==> config.mk <==
export PLATFORM = sky130hd
export DESIGN_NAME = usb_phy_control_registers
export DESIGN_NICKNAME = d
export VERILOG_FILES = /design/src/core/usb_phy_ctrl_pkg.sv /design/src/core/linestate_filter.sv /design/src/core/usb_phy_control_registers.sv
export VERILOG_INCLUDE_DIRS = /design/src /design/src/core
export SDC_FILE = /design/constraint.sdc
export NUM_CORES = 1
export LEC_CHECK = 0
export BUFFER_PORTS_ARGS = -buffer_cell sky130_fd_sc_hd__buf_4
export CORE_MARGIN = 4
export CORE_UTILIZATION = 42
export CTS_CLUSTER_DIAMETER = 120
export DETAILED_ROUTE_END_ITERATION = 8
export PLACE_DENSITY = 0.65
export SETUP_SLACK_MARGIN = 0.3
export SYNTH_ARGS = -nofsm -noshare
export SYNTH_HDL_FRONTEND = slang
export SYNTH_HIERARCHICAL = 1
export SYNTH_SLANG_ARGS = --single-unit
==> constraint.sdc <==
create_clock -name core_clk -period 5.96 [get_ports core_clk]
set_input_delay 0 -clock core_clk [delete_from_list [all_inputs] [get_ports core_clk]]
set_output_delay 0 -clock core_clk [all_outputs]
set_load 0.05 [all_outputs]
==> src/core/usb_phy_ctrl_params.svh <==
// Offsets, field positions, reset values and counts of the transceiver control registers
`ifndef USB_PHY_CTRL_PARAMS_SVH
`define USB_PHY_CTRL_PARAMS_SVH
// Behaviour
// - The flags mask at 0x38 is a 32-bit read-write word that resets to zero and reads back what was written.
// - The power word at 0x3C holds read-write data in bits 7:0 and a valid bit at 8, zero at reset, upper bits zero.
// - Bit 18 of the control register at one turns off the pulldowns on both port pins; zero keeps them on.
// - Bit 13 is set by hardware when an auto-resume was woken by SE0 and is cleared by writing zero.
// - Bit 12 is set by hardware when an auto-resume was woken by a K state and is cleared by writing zero.
// - A linestate change passes only after it has held for two to the power of bits 11:8 clock cycles.
// - Bit 7 at one lets the suspend controller resume by itself; at zero software polls the filtered linestate.
// - Bits 6:4 drive the three transceiver configuration pins directly and bits 3:0 read as zero.
// - The control register sits at 0x40 and bits 31:19 and 17:14 are read-only zero.

// ----------------------------------------------------------------
// Register byte offsets
// ----------------------------------------------------------------
`define OFF_OTG_FLAG_MASK   8'h38
`define OFF_POWER_SIGNAL    8'h3C
`define OFF_XCVR_CTRL       8'h40
`define OFF_IRQ_STATUS      8'h44
`define OFF_IRQ_CLEAR       8'h48
`define OFF_IRQ_ENABLE      8'h4C
`define OFF_LINE_STATUS     8'h50

// ----------------------------------------------------------------
// Field positions
// ----------------------------------------------------------------
`define PWR_VALID_BIT       8
`define CTRL_PD_DIS_BIT     18
`define CTRL_WAKE_SE0_BIT   13
`define CTRL_WAKE_K_BIT     12
`define CTRL_FILT_HI        11
`define CTRL_FILT_LO        8
`define CTRL_AUTO_BIT       7
`define CTRL_CFG_HI         6
`define CTRL_CFG_LO         4
`define LSTAT_ASLEEP_BIT    2

// ----------------------------------------------------------------
// Events, reset values, counts
// ----------------------------------------------------------------
`define EV_W                3
`define EV_WAKE_K           0
`define EV_WAKE_SE0         1
`define EV_LINE_CHG         2
`define RST_WORD            32'h0000_0000
`define FILT_RUN_W          16
`endif

==> src/core/usb_phy_ctrl_pkg.sv <==
// Types shared by the transceiver control register block
`include "usb_phy_ctrl_params.svh"
package usb_phy_ctrl_pkg;
  typedef enum logic [1:0] {
    ST_AWAKE  = 2'b01,
    ST_ASLEEP = 2'b10
  } susp_state_t;

  typedef enum logic [1:0] {
    LS_SE0 = 2'b00,
    LS_J   = 2'b01,
    LS_K   = 2'b10,
    LS_SE1 = 2'b11
  } line_state_t;

  typedef struct packed {
    logic        pd_dis;
    logic        wake_se0;
    logic        wake_k;
    logic [3:0]  filt_log2;
    logic        auto_resume;
    logic [2:0]  cfg;
  } xcvr_ctrl_t;

  typedef struct packed {
    logic        valid;
    logic [7:0]  data;
  } power_word_t;

  typedef struct packed {
    logic [1:0]             last;
    logic [`FILT_RUN_W-1:0] run;
    logic [1:0]             filt;
    logic                   chg;
  } filt_state_t;

  typedef struct packed {
    logic              ap_valid;
    logic              ap_write;
    logic [7:2]        ap_addr;
    logic [31:0]       rdata;
    logic [31:0]       otg_mask;
    power_word_t       pwr;
    xcvr_ctrl_t        ctrl;
    logic [`EV_W-1:0]  irq_stat;
    logic [`EV_W-1:0]  irq_en;
    susp_state_t       susp;
    logic              wake;
  } regs_state_t;
endpackage : usb_phy_ctrl_pkg

==> src/core/linestate_filter.sv <==
// Persistence filter for the transceiver linestate
`timescale 1ns/1ps
`include "usb_phy_ctrl_params.svh"
module linestate_filter
  import usb_phy_ctrl_pkg::*;
(
  input  wire logic       core_clk,   // Core clock
  input  wire logic       rst_n,      // Async reset, active low
  input  wire logic [1:0] line_raw,   // Linestate from transceiver
  input  wire logic [3:0] log2_len,   // Log2 of hold time in cycles
  output logic      [1:0] line_filt,  // Filtered linestate
  output logic            line_chg    // Pulse on filtered change
);
  filt_state_t cur_ff;
  filt_state_t nxt_st;
  logic [`FILT_RUN_W:0] need;

  // ----------------------------------------------------------------
  // Run-length counter
  // ----------------------------------------------------------------
  always_comb begin
    nxt_st      = cur_ff;
    nxt_st.chg  = 1'b0;
    nxt_st.last = line_raw;
    need        = (`FILT_RUN_W+1)'(1) << log2_len;
    // Saturates so a long idle line cannot wrap
    if (line_raw != cur_ff.last) begin
      nxt_st.run = `FILT_RUN_W'(1);
    end else if (cur_ff.run != '1) begin
      nxt_st.run = cur_ff.run + 1'b1;
    end
    if (cur_ff.last != cur_ff.filt && {1'b0, cur_ff.run} >= need) begin
      nxt_st.filt = cur_ff.last;
      nxt_st.chg  = 1'b1;
    end
  end

  always_ff @(posedge core_clk or negedge rst_n) begin
    if (!rst_n) begin
      cur_ff <= '0;
    end else begin
      cur_ff <= nxt_st;
    end
  end

  assign line_filt = cur_ff.filt;
  assign line_chg  = cur_ff.chg;

  property p_hold_time;
    @(posedge core_clk) disable iff (!rst_n)
    $changed(cur_ff.filt) |-> {1'b0, $past(cur_ff.run)} >= ((`FILT_RUN_W+1)'(1) << $past(log2_len));
  endproperty
  a_hold_time: assert property (p_hold_time) else $error("Linestate passed before hold time");
endmodule : linestate_filter

==> src/core/usb_phy_control_registers.sv <==
// Transceiver control registers behind an AHB-Lite slave
`timescale 1ns/1ps
`include "usb_phy_ctrl_params.svh"
module usb_phy_control_registers
  import usb_phy_ctrl_pkg::*;
(
  input  wire logic        core_clk,                // Core clock, 100 MHz
  input  wire logic        rst_n,                   // Async reset, active low
  input  wire logic        hsel,                    // Slave select
  input  wire logic [31:0] haddr,                   // Byte address
  input  wire logic [1:0]  htrans,                  // Transfer type
  input  wire logic        hwrite,                  // Write when high
  input  wire logic [2:0]  hsize,                   // Word only
  input  wire logic [31:0] hwdata,                  // Write data
  input  wire logic        hready,                  // Bus ready
  output logic             hreadyout,               // Slave ready
  output logic             hresp,                   // Always OKAY
  output logic      [31:0] hrdata,                  // Read data
  input  wire logic [1:0]  line_state,              // Raw linestate
  input  wire logic        link_suspend,            // Link asks suspend
  output logic             auto_wake,               // Resume pulse to link
  output logic      [31:0] otg_flag_mask,           // Flags mask word
  output logic      [7:0]  power_signal_data,       // Power data
  output logic             power_signal_valid,      // Power data valid
  output logic      [2:0]  transceiver_config_pins, // Config pins
  output logic             usb_port_pin_a_pd_en,    // Pulldown on pin a
  output logic             usb_port_pin_b_pd_en,    // Pulldown on pin b
  output logic             irq                      // Level interrupt
);
  regs_state_t       cur_ff;
  regs_state_t       nxt_st;
  logic [1:0]        line_filt;
  logic              line_chg;
  logic              addr_acc;
  logic [`EV_W-1:0]  ev;
  logic [7:0]        dp_addr;

  // ----------------------------------------------------------------
  // Linestate filter
  // ----------------------------------------------------------------
  linestate_filter u_filt (
    .core_clk  (core_clk),
    .rst_n     (rst_n),
    .line_raw  (line_state),
    .log2_len  (cur_ff.ctrl.filt_log2),
    .line_filt (line_filt),
    .line_chg  (line_chg)
  );

  // ----------------------------------------------------------------
  // Read mux
  // ----------------------------------------------------------------
  function automatic logic [31:0] read_mux(
    input regs_state_t s,
    input logic [7:0]  a,
    input logic [1:0]  lf
  );
    logic [31:0] r;
    r = `RST_WORD;
    case (a)
      `OFF_OTG_FLAG_MASK: r = s.otg_mask;
      `OFF_POWER_SIGNAL: r[`PWR_VALID_BIT:0] = s.pwr;
      `OFF_XCVR_CTRL: begin
        r[`CTRL_PD_DIS_BIT]                = s.ctrl.pd_dis;
        r[`CTRL_WAKE_SE0_BIT]              = s.ctrl.wake_se0;
        r[`CTRL_WAKE_K_BIT]                = s.ctrl.wake_k;
        r[`CTRL_FILT_HI:`CTRL_FILT_LO]     = s.ctrl.filt_log2;
        r[`CTRL_AUTO_BIT]                  = s.ctrl.auto_resume;
        r[`CTRL_CFG_HI:`CTRL_CFG_LO]       = s.ctrl.cfg;
      end
      `OFF_IRQ_STATUS: r[`EV_W-1:0] = s.irq_stat;
      `OFF_IRQ_ENABLE: r[`EV_W-1:0] = s.irq_en;
      `OFF_LINE_STATUS: begin
        r[1:0]               = lf;
        r[`LSTAT_ASLEEP_BIT] = (s.susp == ST_ASLEEP);
      end
      default: r = `RST_WORD;
    endcase
    return r;
  endfunction : read_mux

  // ----------------------------------------------------------------
  // Next state
  // ----------------------------------------------------------------
  assign addr_acc = hsel && htrans[1] && hready;
  assign dp_addr  = {cur_ff.ap_addr, 2'b00};

  always_comb begin
    nxt_st      = cur_ff;
    nxt_st.wake = 1'b0;
    ev          = '0;

    // Data phase write; hsize is ignored, only words are used
    if (cur_ff.ap_valid && cur_ff.ap_write) begin
      case (dp_addr)
        `OFF_OTG_FLAG_MASK: nxt_st.otg_mask = hwdata;
        `OFF_POWER_SIGNAL: nxt_st.pwr = hwdata[`PWR_VALID_BIT:0];
        `OFF_XCVR_CTRL: begin
          nxt_st.ctrl.pd_dis      = hwdata[`CTRL_PD_DIS_BIT];
          nxt_st.ctrl.wake_se0    = cur_ff.ctrl.wake_se0 & hwdata[`CTRL_WAKE_SE0_BIT];
          nxt_st.ctrl.wake_k      = cur_ff.ctrl.wake_k & hwdata[`CTRL_WAKE_K_BIT];
          nxt_st.ctrl.filt_log2   = hwdata[`CTRL_FILT_HI:`CTRL_FILT_LO];
          nxt_st.ctrl.auto_resume = hwdata[`CTRL_AUTO_BIT];
          nxt_st.ctrl.cfg         = hwdata[`CTRL_CFG_HI:`CTRL_CFG_LO];
        end
        `OFF_IRQ_CLEAR: nxt_st.irq_stat = cur_ff.irq_stat & ~hwdata[`EV_W-1:0];
        `OFF_IRQ_ENABLE: nxt_st.irq_en = hwdata[`EV_W-1:0];
        default: ;
      endcase
    end

    unique case (cur_ff.susp)
      ST_AWAKE: begin
        // Only a J line may enter, else a held K would wake at once
        if (cur_ff.ctrl.auto_resume && link_suspend && line_filt == LS_J) begin
          nxt_st.susp = ST_ASLEEP;
        end
      end
      ST_ASLEEP: begin
        if (!cur_ff.ctrl.auto_resume) begin
          nxt_st.susp = ST_AWAKE;
        end else if (line_filt == LS_K) begin
          ev[`EV_WAKE_K] = 1'b1;
          nxt_st.susp    = ST_AWAKE;
          nxt_st.wake    = 1'b1;
        end else if (line_filt == LS_SE0) begin
          ev[`EV_WAKE_SE0] = 1'b1;
          nxt_st.susp      = ST_AWAKE;
          nxt_st.wake      = 1'b1;
        end
      end
    endcase
    ev[`EV_LINE_CHG] = line_chg;

    nxt_st.ctrl.wake_k   = nxt_st.ctrl.wake_k | ev[`EV_WAKE_K];
    nxt_st.ctrl.wake_se0 = nxt_st.ctrl.wake_se0 | ev[`EV_WAKE_SE0];
    nxt_st.irq_stat      = nxt_st.irq_stat | ev;

    // Address phase; read sees this cycle's write
    nxt_st.ap_valid = addr_acc;
    if (addr_acc) begin
      nxt_st.ap_write = hwrite;
      nxt_st.ap_addr  = haddr[7:2];
      if (!hwrite) begin
        nxt_st.rdata = read_mux(nxt_st, {haddr[7:2], 2'b00}, line_filt);
      end
    end
  end

  always_ff @(posedge core_clk or negedge rst_n) begin
    if (!rst_n) begin
      cur_ff      <= '0;
      cur_ff.susp <= ST_AWAKE;
    end else begin
      cur_ff <= nxt_st;
    end
  end

  // ----------------------------------------------------------------
  // Outputs
  // ----------------------------------------------------------------
  assign hreadyout               = 1'b1;
  assign hresp                   = 1'b0;
  assign hrdata                  = cur_ff.rdata;
  assign auto_wake               = cur_ff.wake;
  assign otg_flag_mask           = cur_ff.otg_mask;
  assign power_signal_data       = cur_ff.pwr.data;
  assign power_signal_valid      = cur_ff.pwr.valid;
  assign transceiver_config_pins = cur_ff.ctrl.cfg;
  assign usb_port_pin_a_pd_en    = !cur_ff.ctrl.pd_dis;
  assign usb_port_pin_b_pd_en    = !cur_ff.ctrl.pd_dis;
  assign irq                     = |(cur_ff.irq_stat & cur_ff.irq_en);

  // ----------------------------------------------------------------
  // Checks
  // ----------------------------------------------------------------
  property p_mask_store;
    @(posedge core_clk) disable iff (!rst_n)
    cur_ff.ap_valid && cur_ff.ap_write && dp_addr == `OFF_OTG_FLAG_MASK
      |=> otg_flag_mask == $past(hwdata);
  endproperty
  a_mask_store: assert property (p_mask_store) else $error("Mask not stored");

  property p_power_store;
    @(posedge core_clk) disable iff (!rst_n)
    cur_ff.ap_valid && cur_ff.ap_write && dp_addr == `OFF_POWER_SIGNAL
      |=> power_signal_valid == $past(hwdata[`PWR_VALID_BIT]) && power_signal_data == $past(hwdata[7:0]);
  endproperty
  a_power_store: assert property (p_power_store) else $error("Power word not stored");

  property p_pulldown;
    @(posedge core_clk) disable iff (!rst_n)
    cur_ff.ap_valid && cur_ff.ap_write && dp_addr == `OFF_XCVR_CTRL
      |=> usb_port_pin_a_pd_en == !$past(hwdata[`CTRL_PD_DIS_BIT]) && usb_port_pin_b_pd_en == usb_port_pin_a_pd_en;
  endproperty
  a_pulldown: assert property (p_pulldown) else $error("Pulldown not following control");

  property p_wake_se0;
    @(posedge core_clk) disable iff (!rst_n)
    cur_ff.susp == ST_ASLEEP && cur_ff.ctrl.auto_resume && line_filt == LS_SE0
      |=> cur_ff.ctrl.wake_se0 && auto_wake ##1 !auto_wake;
  endproperty
  a_wake_se0: assert property (p_wake_se0) else $error("SE0 wake not flagged");

  property p_wake_k;
    @(posedge core_clk) disable iff (!rst_n)
    cur_ff.susp == ST_ASLEEP && cur_ff.ctrl.auto_resume && line_filt == LS_K
      |=> cur_ff.ctrl.wake_k && !cur_ff.ctrl.wake_se0 || $past(cur_ff.ctrl.wake_se0);
  endproperty
  a_wake_k: assert property (p_wake_k) else $error("K wake not flagged");

  property p_auto_off;
    @(posedge core_clk) disable iff (!rst_n)
    !cur_ff.ctrl.auto_resume |=> cur_ff.susp == ST_AWAKE && !auto_wake;
  endproperty
  a_auto_off: assert property (p_auto_off) else $error("Resumed without auto mode");

  property p_cfg_pins;
    @(posedge core_clk) disable iff (!rst_n)
    cur_ff.ap_valid && cur_ff.ap_write && dp_addr == `OFF_XCVR_CTRL
      |=> transceiver_config_pins == $past(hwdata[`CTRL_CFG_HI:`CTRL_CFG_LO]);
  endproperty
  a_cfg_pins: assert property (p_cfg_pins) else $error("Config pins not following control");

  property p_reserved;
    @(posedge core_clk) disable iff (!rst_n)
    addr_acc && !hwrite && haddr[7:0] == `OFF_XCVR_CTRL
      |=> hrdata[31:19] == 13'h0 && hrdata[17:14] == 4'h0 && hrdata[3:0] == 4'h0;
  endproperty
  a_reserved: assert property (p_reserved) else $error("Reserved control bits not zero");

  property p_set_wins;
    @(posedge core_clk) disable iff (!rst_n)
    cur_ff.ap_valid && cur_ff.ap_write && dp_addr == `OFF_XCVR_CTRL && !hwdata[`CTRL_WAKE_K_BIT]
      && cur_ff.susp == ST_ASLEEP && cur_ff.ctrl.auto_resume && line_filt == LS_K
      |=> cur_ff.ctrl.wake_k;
  endproperty
  a_set_wins: assert property (p_set_wins) else $error("Wake flag lost to clear");
endmodule : usb_phy_control_registers

==> metrics.cfg, run 1 <==
[cts]
clk_pin_slew_ps=60
insertion_delay_ps=420
cts_buffers=17
ctsRootBufferMaster=clkbuf_16
h-tree-depth=4
cts_tree=done
clock_path_buffers=2
cts_resized=0
cts_setup_buffers=0
cts_hold_buf=42
cts.sinks=122

[synthesis]
syn_nets=661
yosysMostFrequentCell=dfrtp_1
netlist_top_cells_count=dfrtp_1 (121), buf_4 (80), mux2_2 (51), nor2_1 (36), a21oi_1 (22)
ys_top_cells_by_area=dfrtp_1 (48%), buf_4 (9.4%), mux2_2 (9.0%), ha_1 (3.3%), a31o_2 (2.3%)
netlist_instances=567
ys_types=61
synth_edf_count=0
syn_area_mm2=0.00637
synth_seq_cells=122
yosys_warnings=6
synth_top_area_frac=0.475
yosys.area.top_type=dfrtp_1
async_flop_share=1.00
seq_area_frac_synth=0.479
synth_ff_type=dfrtp_1
avgSynthCellArea_um2=11.2

[route]
drt-total-wl_mm=14.9
vias_per_cell=5.28
first_pass_iters=4
drtAntennaViolNets=0
vias=4518
routedWlPerCell_um=17.4
drtIter0Drc=272
drc=0

[global_route]
grt_pass1_vias=4618
antenna_found_initial=0
grt_use_total=0.176
grt_max_degree=71
overflow=0
grt_pass1_wl_mm=24.5

[timing]
setup_slack_ps=3170
timing.final.hold_violations=0
clock.fmax_mhz=358
setup_viol=0
tightestPinTransition_ps=1120
fin_skew_ps=7.97
min_period_ps=2790
maxSlewHeadroom=0.250
tns_ps=0
holdWs_ps=136
drv_slew=0
rsz0062_at_grt=no
timing.final.crit_share=0.468

[floorplan]
core_area_mm2=0.0147
initial_core_util=0.434
io_pins=159
die_y_um=131
die_area_mm2=0.0172
fp-row-count=44
die_x_um=131

[final_layout]
drive_above_1_share=0.374
syn2layout_area_growth_pct=25.0
nets=752
diodes=0

[power]
power.density_mw_per_mm2=319
p_leak_nw=3.91
p_total_mw=2.54
ir_worst_vdd_v=0.000204

[placement]
gp_congestion=0.856
dp_hpwl_mm=10.3
port_buffers=126
dp_slack_ps=3150

[critical_path]
endpoint_kind=register
critPathBufInv=0
crit_path_cell_trace=and4b_1 > nor2b_4 > mux2_2 > a22o_1 > a221o_1
critPathRequiredTime_ps=6260
cpPeakStageDelay_ps=930
slowest_stage=nor2b_4
cp_max_fo=32
crit_family=simple AND/OR/NAND/NOR gates
cp-start-kind=register
worstPathArrival_ps=3090
crit_type=register to register

[outcome]
status=completed

[worst_hold_path]
worst_hold_path_type=input port to register

[job]
drv_cap=0

==> routing by layer <==
metal,GRT usage,wire length [um],up-vias
met3,0.0455,723,28
met2,0.290,7250,140
met5,0,0,-
met1,0.225,6540,2217
met4,0.0659,361,0
li1,-,-,2133
==> layout make-up <==
type	count	area, um^2
well taps	184	230
repair buffers	172	1400
clock buffers	21	480
clock inverters	11	166
flip-flops and latches	122	3050
inverters	11	41.3
multi-input cells	334	2600
fillers	1253	6730
==> registers in the layout (all words and copies together) (netlist names) <==
name                     flops
power_signal_data            8
u_filt/line_filt             2
transceiver_config_pins      3
u_filt/line_chg              1
cur_ff                      24
power_signal_valid           1
u_filt/cur_ff               18
auto_wake                    1
hrdata                      32
otg_flag_mask               32
==> power by group <==
group | internal (mW) | switching (mW)
registers | 0.906 | 0.0713
clock network | 0.743 | 0.364
logic | 0.184 | 0.272
==> per-stage QoR <==
step                cells  utilization  cell area, um^2
detailed placement    781        0.469             6900
global placement      781        0.469             6900
global route          855        0.542             7970
CTS                   855        0.542             7970
floorplan             567            -             6370
finish                855        0.542             7970
==> cells by family after synthesis <==
family | synth area share
AND/OR/NAND/NOR | 0.129
other | 0.00118
multiplexers | 0.111
XOR/XNOR | 0.0220
flip-flops | 0.479
adder cells (fa/ha/maj) | 0.0334
AO/OA/AOI/OAI | 0.109
buffers and inverters | 0.114
==> worst register-to-register path, cell delays in order, from the launching register on <==
cell	delay, ps
dfrtp_1	400
and4b_1	340
nor2b_4	930
mux2_2	460
a22o_1	210
a221o_1	340
==> placed cells by master (no fill, tap or decap), drive strengths merged, types with 20 or more instances in the layout <==
| cell | n |
|---|---|
| dlygate4sd3 | 42 |
| nand3 | 22 |
| and2 | 20 |
| buf | 130 |
| a21oi | 22 |
| dfrtp | 121 |
| nand2 | 22 |
| mux2 | 61 |
| clkbuf | 21 |
| nor2 | 36 |
==> final timing paths <==
check | start | endpoint | cells after the start | slack (ps)
worst max register to register | cur_ff[93] | hrdata[8] | 5 | 3170
max in group asynchronous | rst_n | otg_flag_mask[10] | 3 | 4440
worst min register to register | u_filt/line_chg | cur_ff[8] | 2 | 460
worst max-delay path | cur_ff[93] | hrdata[8] | 5 | 3170
worst min-delay path | hwrite | hrdata[12] | 5 | 140
min in group asynchronous | rst_n | hrdata[2] | 2 | 180
Note: power is estimated with default switching activity, not from simulation.
==> run 2: changes to the inputs <==
--- a/config.mk
+++ b/config.mk
@@ -11,7 +11,7 @@
 export CORE_UTILIZATION = 42
 export CTS_CLUSTER_DIAMETER = 120
 export DETAILED_ROUTE_END_ITERATION = 8
-export PLACE_DENSITY = 0.65
+export PLACE_DENSITY = 0.68
 export SETUP_SLACK_MARGIN = 0.3
 export SYNTH_ARGS = -nofsm -noshare
 export SYNTH_HDL_FRONTEND = slang
==> constraint.sdc (replaced) <==
create_clock -name core_clk -period 2.4 [get_ports core_clk]
set_input_delay 0 -clock core_clk [delete_from_list [all_inputs] [get_ports core_clk]]
set_output_delay 0 -clock core_clk [all_outputs]
set_load 0.05 [all_outputs]
==> metrics.cfg, run 2 (synthesized netlist as in run 1, its figures left out) <==
[outcome]
status=complete, but fails checks  ; was completed
violations=setup timing

[cts]
cts_tree=done  ; unchanged
ctsRootBufferMaster=clkbuf_16  ; unchanged
cts_buffers=17  ; unchanged
h-tree-depth=4  ; unchanged
insertion_delay_ps=420  ; about the same
clock_path_buffers=2  ; unchanged
clk_pin_slew_ps=60  ; about the same
cts.sinks=122  ; unchanged

[route]
vias=4687  ; was 4518
drtIter0Drc=206  ; was 272
drt-total-wl_mm=16.3  ; was 14.9 mm
first_pass_iters=4  ; unchanged
vias_per_cell=5.25  ; was 5.28
drtAntennaViolNets=0  ; unchanged
routedWlPerCell_um=18.3  ; was 17.4 um
drc=0  ; unchanged

[timing]
setup_viol=2  ; was 0
timing.final.hold_violations=0  ; unchanged
tightestPinTransition_ps=638  ; was 1120 ps
fin_skew_ps=6.98  ; was 7.97 ps
setup_slack_ps=-70.0  ; was 3170 ps
clock.fmax_mhz=405  ; was 358 MHz
rsz0062_at_grt=yes  ; was no
min_period_ps=2470  ; was 2790 ps
drv_slew=0  ; unchanged
timing.final.crit_share=1.03  ; was 0.468
maxSlewHeadroom=0.569  ; was 0.250

[global_route]
grt_pass1_vias=4968  ; was 4618
grt_max_degree=44  ; was 71
grt_pass1_wl_mm=26.6  ; was 24.5 mm
overflow=0  ; unchanged
antenna_found_initial=0  ; unchanged
grt_use_total=0.190  ; was 0.176

[floorplan]
fp-row-count=44  ; unchanged
io_pins=159  ; unchanged
die_area_mm2=0.0172  ; unchanged
initial_core_util=0.434  ; unchanged
die_y_um=131  ; unchanged
core_area_mm2=0.0147  ; unchanged
die_x_um=131  ; unchanged

[power]
power.density_mw_per_mm2=755  ; was 319 mW/mm^2
p_total_mw=6.39  ; was 2.54 mW
p_leak_nw=4.14  ; was 3.91 nW
ir_worst_vdd_v=0.000514  ; was 0.000204 V

[job]
drv_cap=0  ; unchanged

[final_layout]
syn2layout_area_growth_pct=32.7  ; was 25.0%
layout_commonest_cell=buf_4  ; unchanged
layout_common_cells=buf_4 (158), dfrtp_1 (116), mux2_2 (47)  ; was buf_4 (130), dfrtp_1 (121), mux2_2 (51)
diodes=0  ; unchanged
drive_above_1_share=0.453  ; was 0.374
nets=789  ; was 752
final_core_util=0.575  ; was 0.542
stdcell_count=892  ; was 855

[placement]
gp_congestion=0.858  ; was 0.856
dp_hpwl_mm=11.3  ; was 10.3 mm
port_buffers=126  ; unchanged
placed_cells=803  ; was 781

[critical_path]
endpoint_kind=register  ; unchanged
crit_path_cell_trace=nor2b_4 > nand3_1 > ha_4 > nand3_2 > nor3_4 > a221oi_2 > o21ai_2 > a2111oi_4 > mux2_4  ; was and4b_1 > nor2b_4 > mux2_2 > a22o_1 > a221o_1
cp_max_fo=6  ; was 32
cp-start-kind=register  ; unchanged
worstPathArrival_ps=2770  ; was 3090 ps
cpPeakStageDelay_ps=460  ; was 930 ps
crit_type=register to register  ; unchanged
reg2reg_slack_ps=-70  ; was 3170 ps
critPathRequiredTime_ps=2700  ; was 6260 ps
slowest_stage=dfrtp_2  ; was nor2b_4

[worst_hold_path]
worst_hold_path_type=input port to asynchronous set/reset pin  ; was input port to register

-- run 2: layout make-up --
class | instances | area (um^2)
clock buffers | 21 | 450
clock inverters | 11 | 145
fillers | 1184 | 6240
inverters | 11 | 41.3
multi-input cells | 334 | 2810
flip-flops and latches | 122 | 3060
well taps | 184 | 230
repair buffers | 209 | 1720
-- run 2: power by group --
group / leakage (nW) / internal, mW / switching, mW
Combinational: 2.25 / 0.598 / 0.752
Sequential: 1.61 / 2.25 / 0.195
Clock: 0.283 / 1.66 / 0.934
-- run 2: timing repair --
item / CTS / global route
cloned: 1 / 0
setup buffers: 10 / 3
endpoints found under the setup margin: 18 / 31
resized for setup: 19 / 31
pin swaps: 10 / 15
endpoints found under the hold margin: 136 / 0
hold buffers: 43 / 0
-- run 2: path summary, 6_finish.rpt --
| check | startpoint | to | cells after the start |
|---|---|---|---|
| worst max-delay path | cur_ff[14] | u_filt/line_filt[1] | 9 |
| worst min-delay path | rst_n | u_filt/cur_ff[20] | 2 |
| worst max register to register | cur_ff[14] | u_filt/line_filt[1] | 9 |
| worst min register to register | u_filt/line_chg | cur_ff[8] | 2 |
| max in group asynchronous | rst_n | cur_ff[14] | 3 |
| min in group core_clk | htrans[1] | cur_ff[95] | 3 |
-- run 2: critical path: cells and delay by family, from the launching register on --
kind,cells,cell delay [ps]
AO/OA/AOI/OAI,3,800
AND/OR/NAND/NOR,4,510
flip-flops,1,460
multiplexers,1,340
adder cells (fa/ha/maj),1,240
-- run 2: per-stage QoR --
stage          cell area, um^2  hold WS [ps]  setup slack [ps]  setup TNS, ps
2_1_floorplan             6390          -296              59.8              0
5_1_grt                   8460           180              -243           -526
4_1_cts                   8300           142             -86.1           -167
3_3_place_gp              7100          15.9             -26.6          -53.0
6_report                  8460           121             -70.0           -138
3_5_place_dp              7100          33.7              -133           -257
-- run 2: per-layer routing --
metal / global-route usage / part of all wire / vias up
met4: 0.0624 / 0.014 / 0
met2: 0.325 / 0.51 / 131
met3: 0.0417 / 0.040 / 17
met1: 0.242 / 0.44 / 2341
li1: - / - / 2198
met5: 0 / 0 / -
==> run 3: changes to the inputs <==
--- a/config.mk
+++ b/config.mk
@@ -11,6 +11,7 @@
 export CORE_UTILIZATION = 42
 export CTS_CLUSTER_DIAMETER = 120
 export DETAILED_ROUTE_END_ITERATION = 8
+export GPL_TIMING_DRIVEN = 0
 export PLACE_DENSITY = 0.68
 export SETUP_SLACK_MARGIN = 0.3
 export SYNTH_ARGS = -nofsm -noshare
==> metrics.cfg, run 3 (synthesized netlist as in run 1, its figures left out) <==
[floorplan]
die_y_um=131  ; unchanged
die_area_mm2=0.0172  ; unchanged
core_area_mm2=0.0147  ; unchanged
initial_core_util=0.434  ; unchanged
die_x_um=131  ; unchanged
io_pins=159  ; unchanged
fp-row-count=44  ; unchanged

[power]
p_leak_nw=4.58  ; was 4.14 nW
ir_worst_vdd_v=0.000487  ; was 0.000514 V
power.density_mw_per_mm2=726  ; was 755 mW/mm^2

[critical_path]
critPathRequiredTime_ps=2690  ; was 2700 ps
critPathBufInv=0  ; unchanged
worstPathArrival_ps=2780  ; was 2770 ps
reg2reg_slack_ps=-80  ; was -70 ps
cpPeakStageDelay_ps=450  ; was 460 ps
slowest_stage=dfrtp_2  ; unchanged
crit_family=compound AO/OA/AOI/OAI gates  ; unchanged
crit_path_cell_trace=nor2b_4 > nand2_1 > ha_4 > nand3_4 > nor3_4 > a221oi_2 > o21ai_2 > a2111oi_4 > mux2_4  ; was nor2b_4 > nand3_1 > ha_4 > nand3_2 > nor3_4 > a221oi_2 > o21ai_2 > a2111oi_4 > mux2_4
endpoint_kind=register  ; unchanged
crit_type=register to register  ; unchanged
cp-start-kind=register  ; unchanged
cp_max_fo=5  ; was 6

[route]
drtIter0Drc=252  ; was 206
vias=5017  ; was 4687
routedWlPerCell_um=17.5  ; was 18.3 um
drt-total-wl_mm=17.0  ; was 16.3 mm
drc=0  ; unchanged
drtAntennaViolNets=0  ; unchanged
first_pass_iters=4  ; unchanged
vias_per_cell=5.15  ; was 5.25

[global_route]
grt_use_total=0.197  ; was 0.190
grt_pass1_vias=5253  ; was 4968
grt_max_degree=96  ; was 44
grt_pass1_wl_mm=27.4  ; was 26.6 mm
antenna_found_initial=0  ; unchanged
overflow=0  ; unchanged

[final_layout]
nets=873  ; was 789
final_core_util=0.625  ; was 0.575
layout_commonest_cell=buf_4  ; unchanged
fillers=1159  ; was 1184
drive_above_1_share=0.512  ; was 0.453
diodes=0  ; unchanged
syn2layout_area_growth_pct=44.2  ; was 32.7%
layout_common_cells=buf_4 (228), dfrtp_1 (116), mux2_2 (45)  ; was buf_4 (158), dfrtp_1 (116), mux2_2 (47)
design_area_mm2=0.00919  ; was 0.00846 mm^2

[timing]
setup_viol=2  ; unchanged
clock.fmax_mhz=403  ; was 405 MHz
rsz0062_at_grt=yes  ; unchanged
fin_skew_ps=7.08  ; was 6.98 ps
holdWs_ps=24.2  ; was 121 ps
drv_slew=0  ; unchanged
setup_slack_ps=-83.9  ; was -70.0 ps
tightestPinTransition_ps=788  ; was 638 ps
maxSlewHeadroom=0.471  ; was 0.569
timing.final.hold_violations=0  ; unchanged
timing.final.crit_share=1.03  ; about the same
min_period_ps=2480  ; was 2470 ps

[placement]
gp_congestion=0.873  ; was 0.858
dp_hpwl_mm=11.5  ; was 11.3 mm
port_buffers=126  ; unchanged
placed_area_mm2=0.00760  ; was 0.00710 mm^2

[cts]
insertion_delay_ps=410  ; was 420 ps
h-tree-depth=4  ; unchanged
cts_buffers=17  ; unchanged
clock_path_buffers=2  ; unchanged
cts.sinks=122  ; unchanged
ctsRootBufferMaster=clkbuf_16  ; unchanged
cts_tree=done  ; unchanged
clk_pin_slew_ps=50  ; was 60 ps

[job]
drv_cap=0  ; unchanged

[outcome]
violations=setup timing  ; unchanged
status=complete, but fails checks  ; unchanged

[worst_hold_path]
worst_hold_path_type=input port to asynchronous set/reset pin  ; unchanged

==> run 3: metal layers <==
layer / up-vias / GRT usage / wire length (um)
li1: 2377 / - / -
met1: 2484 / 0.253 / 7160
met2: 142 / 0.325 / 8740
met3: 14 / 0.0535 / 906
met4: 0 / 0.0636 / 213
met5: - / 0 / 0
==> run 3: timing repair <==
item	4_1_cts	5_1_grt
setup buffers	14	9
hold buffers	42	0
endpoints found under the hold margin	216	0
cloned	1	0
gates resized for setup	38	38
pin swaps	22	23
setup endpoints to repair	44	35
==> run 3: path summary, 6_finish.rpt <==
check,startpoint,endpoint,cells past startpoint
max,cur_ff[14],u_filt/line_filt[1],9
min,rst_n,u_filt/cur_ff[19],2
max reg2reg,cur_ff[14],u_filt/line_filt[1],9
min reg2reg,u_filt/line_chg,cur_ff[8],2
max in group asynchronous,rst_n,cur_ff[15],3
min in group core_clk,haddr[7],hrdata[6],4
==> run 3: final cells by class <==
class                           instances  area (um^2)  area share
Multi-Input combinational cell        334         2930       0.318
Timing Repair Buffer                  193         1590       0.173
Buffer                                100          713      0.0776
Inverter                               11         41.3     0.00449
Tap cell                              184          230      0.0251
Sequential cell                       122         3060       0.333
Clock inverter                         11          170      0.0185
Clock buffer                           20          457      0.0497
==> run 3: stage by stage <==
stage | cells | total power [mW] | setup WS (ps) | TNS, ps
CTS | 966 | 6.58 | -112 | -203
detailed placement | 878 | 3.70 | -305 | -1480
finish | 975 | 6.67 | -83.9 | -156
floorplan | 567 | 3.29 | 59.8 | 0
global route | 975 | 6.94 | -206 | -495
global placement | 877 | 3.66 | -233 | -957
==> run 3: where the power goes <==
| group | leakage [nW] | internal [mW] | switching (mW) |
|---|---|---|---|
| Sequential | 1.61 | 2.25 | 0.165 |
| Clock | 0.298 | 1.78 | 0.904 |
| Combinational | 2.68 | 0.737 | 0.827 |
| Total | 4.58 | 4.77 | 1.90 |
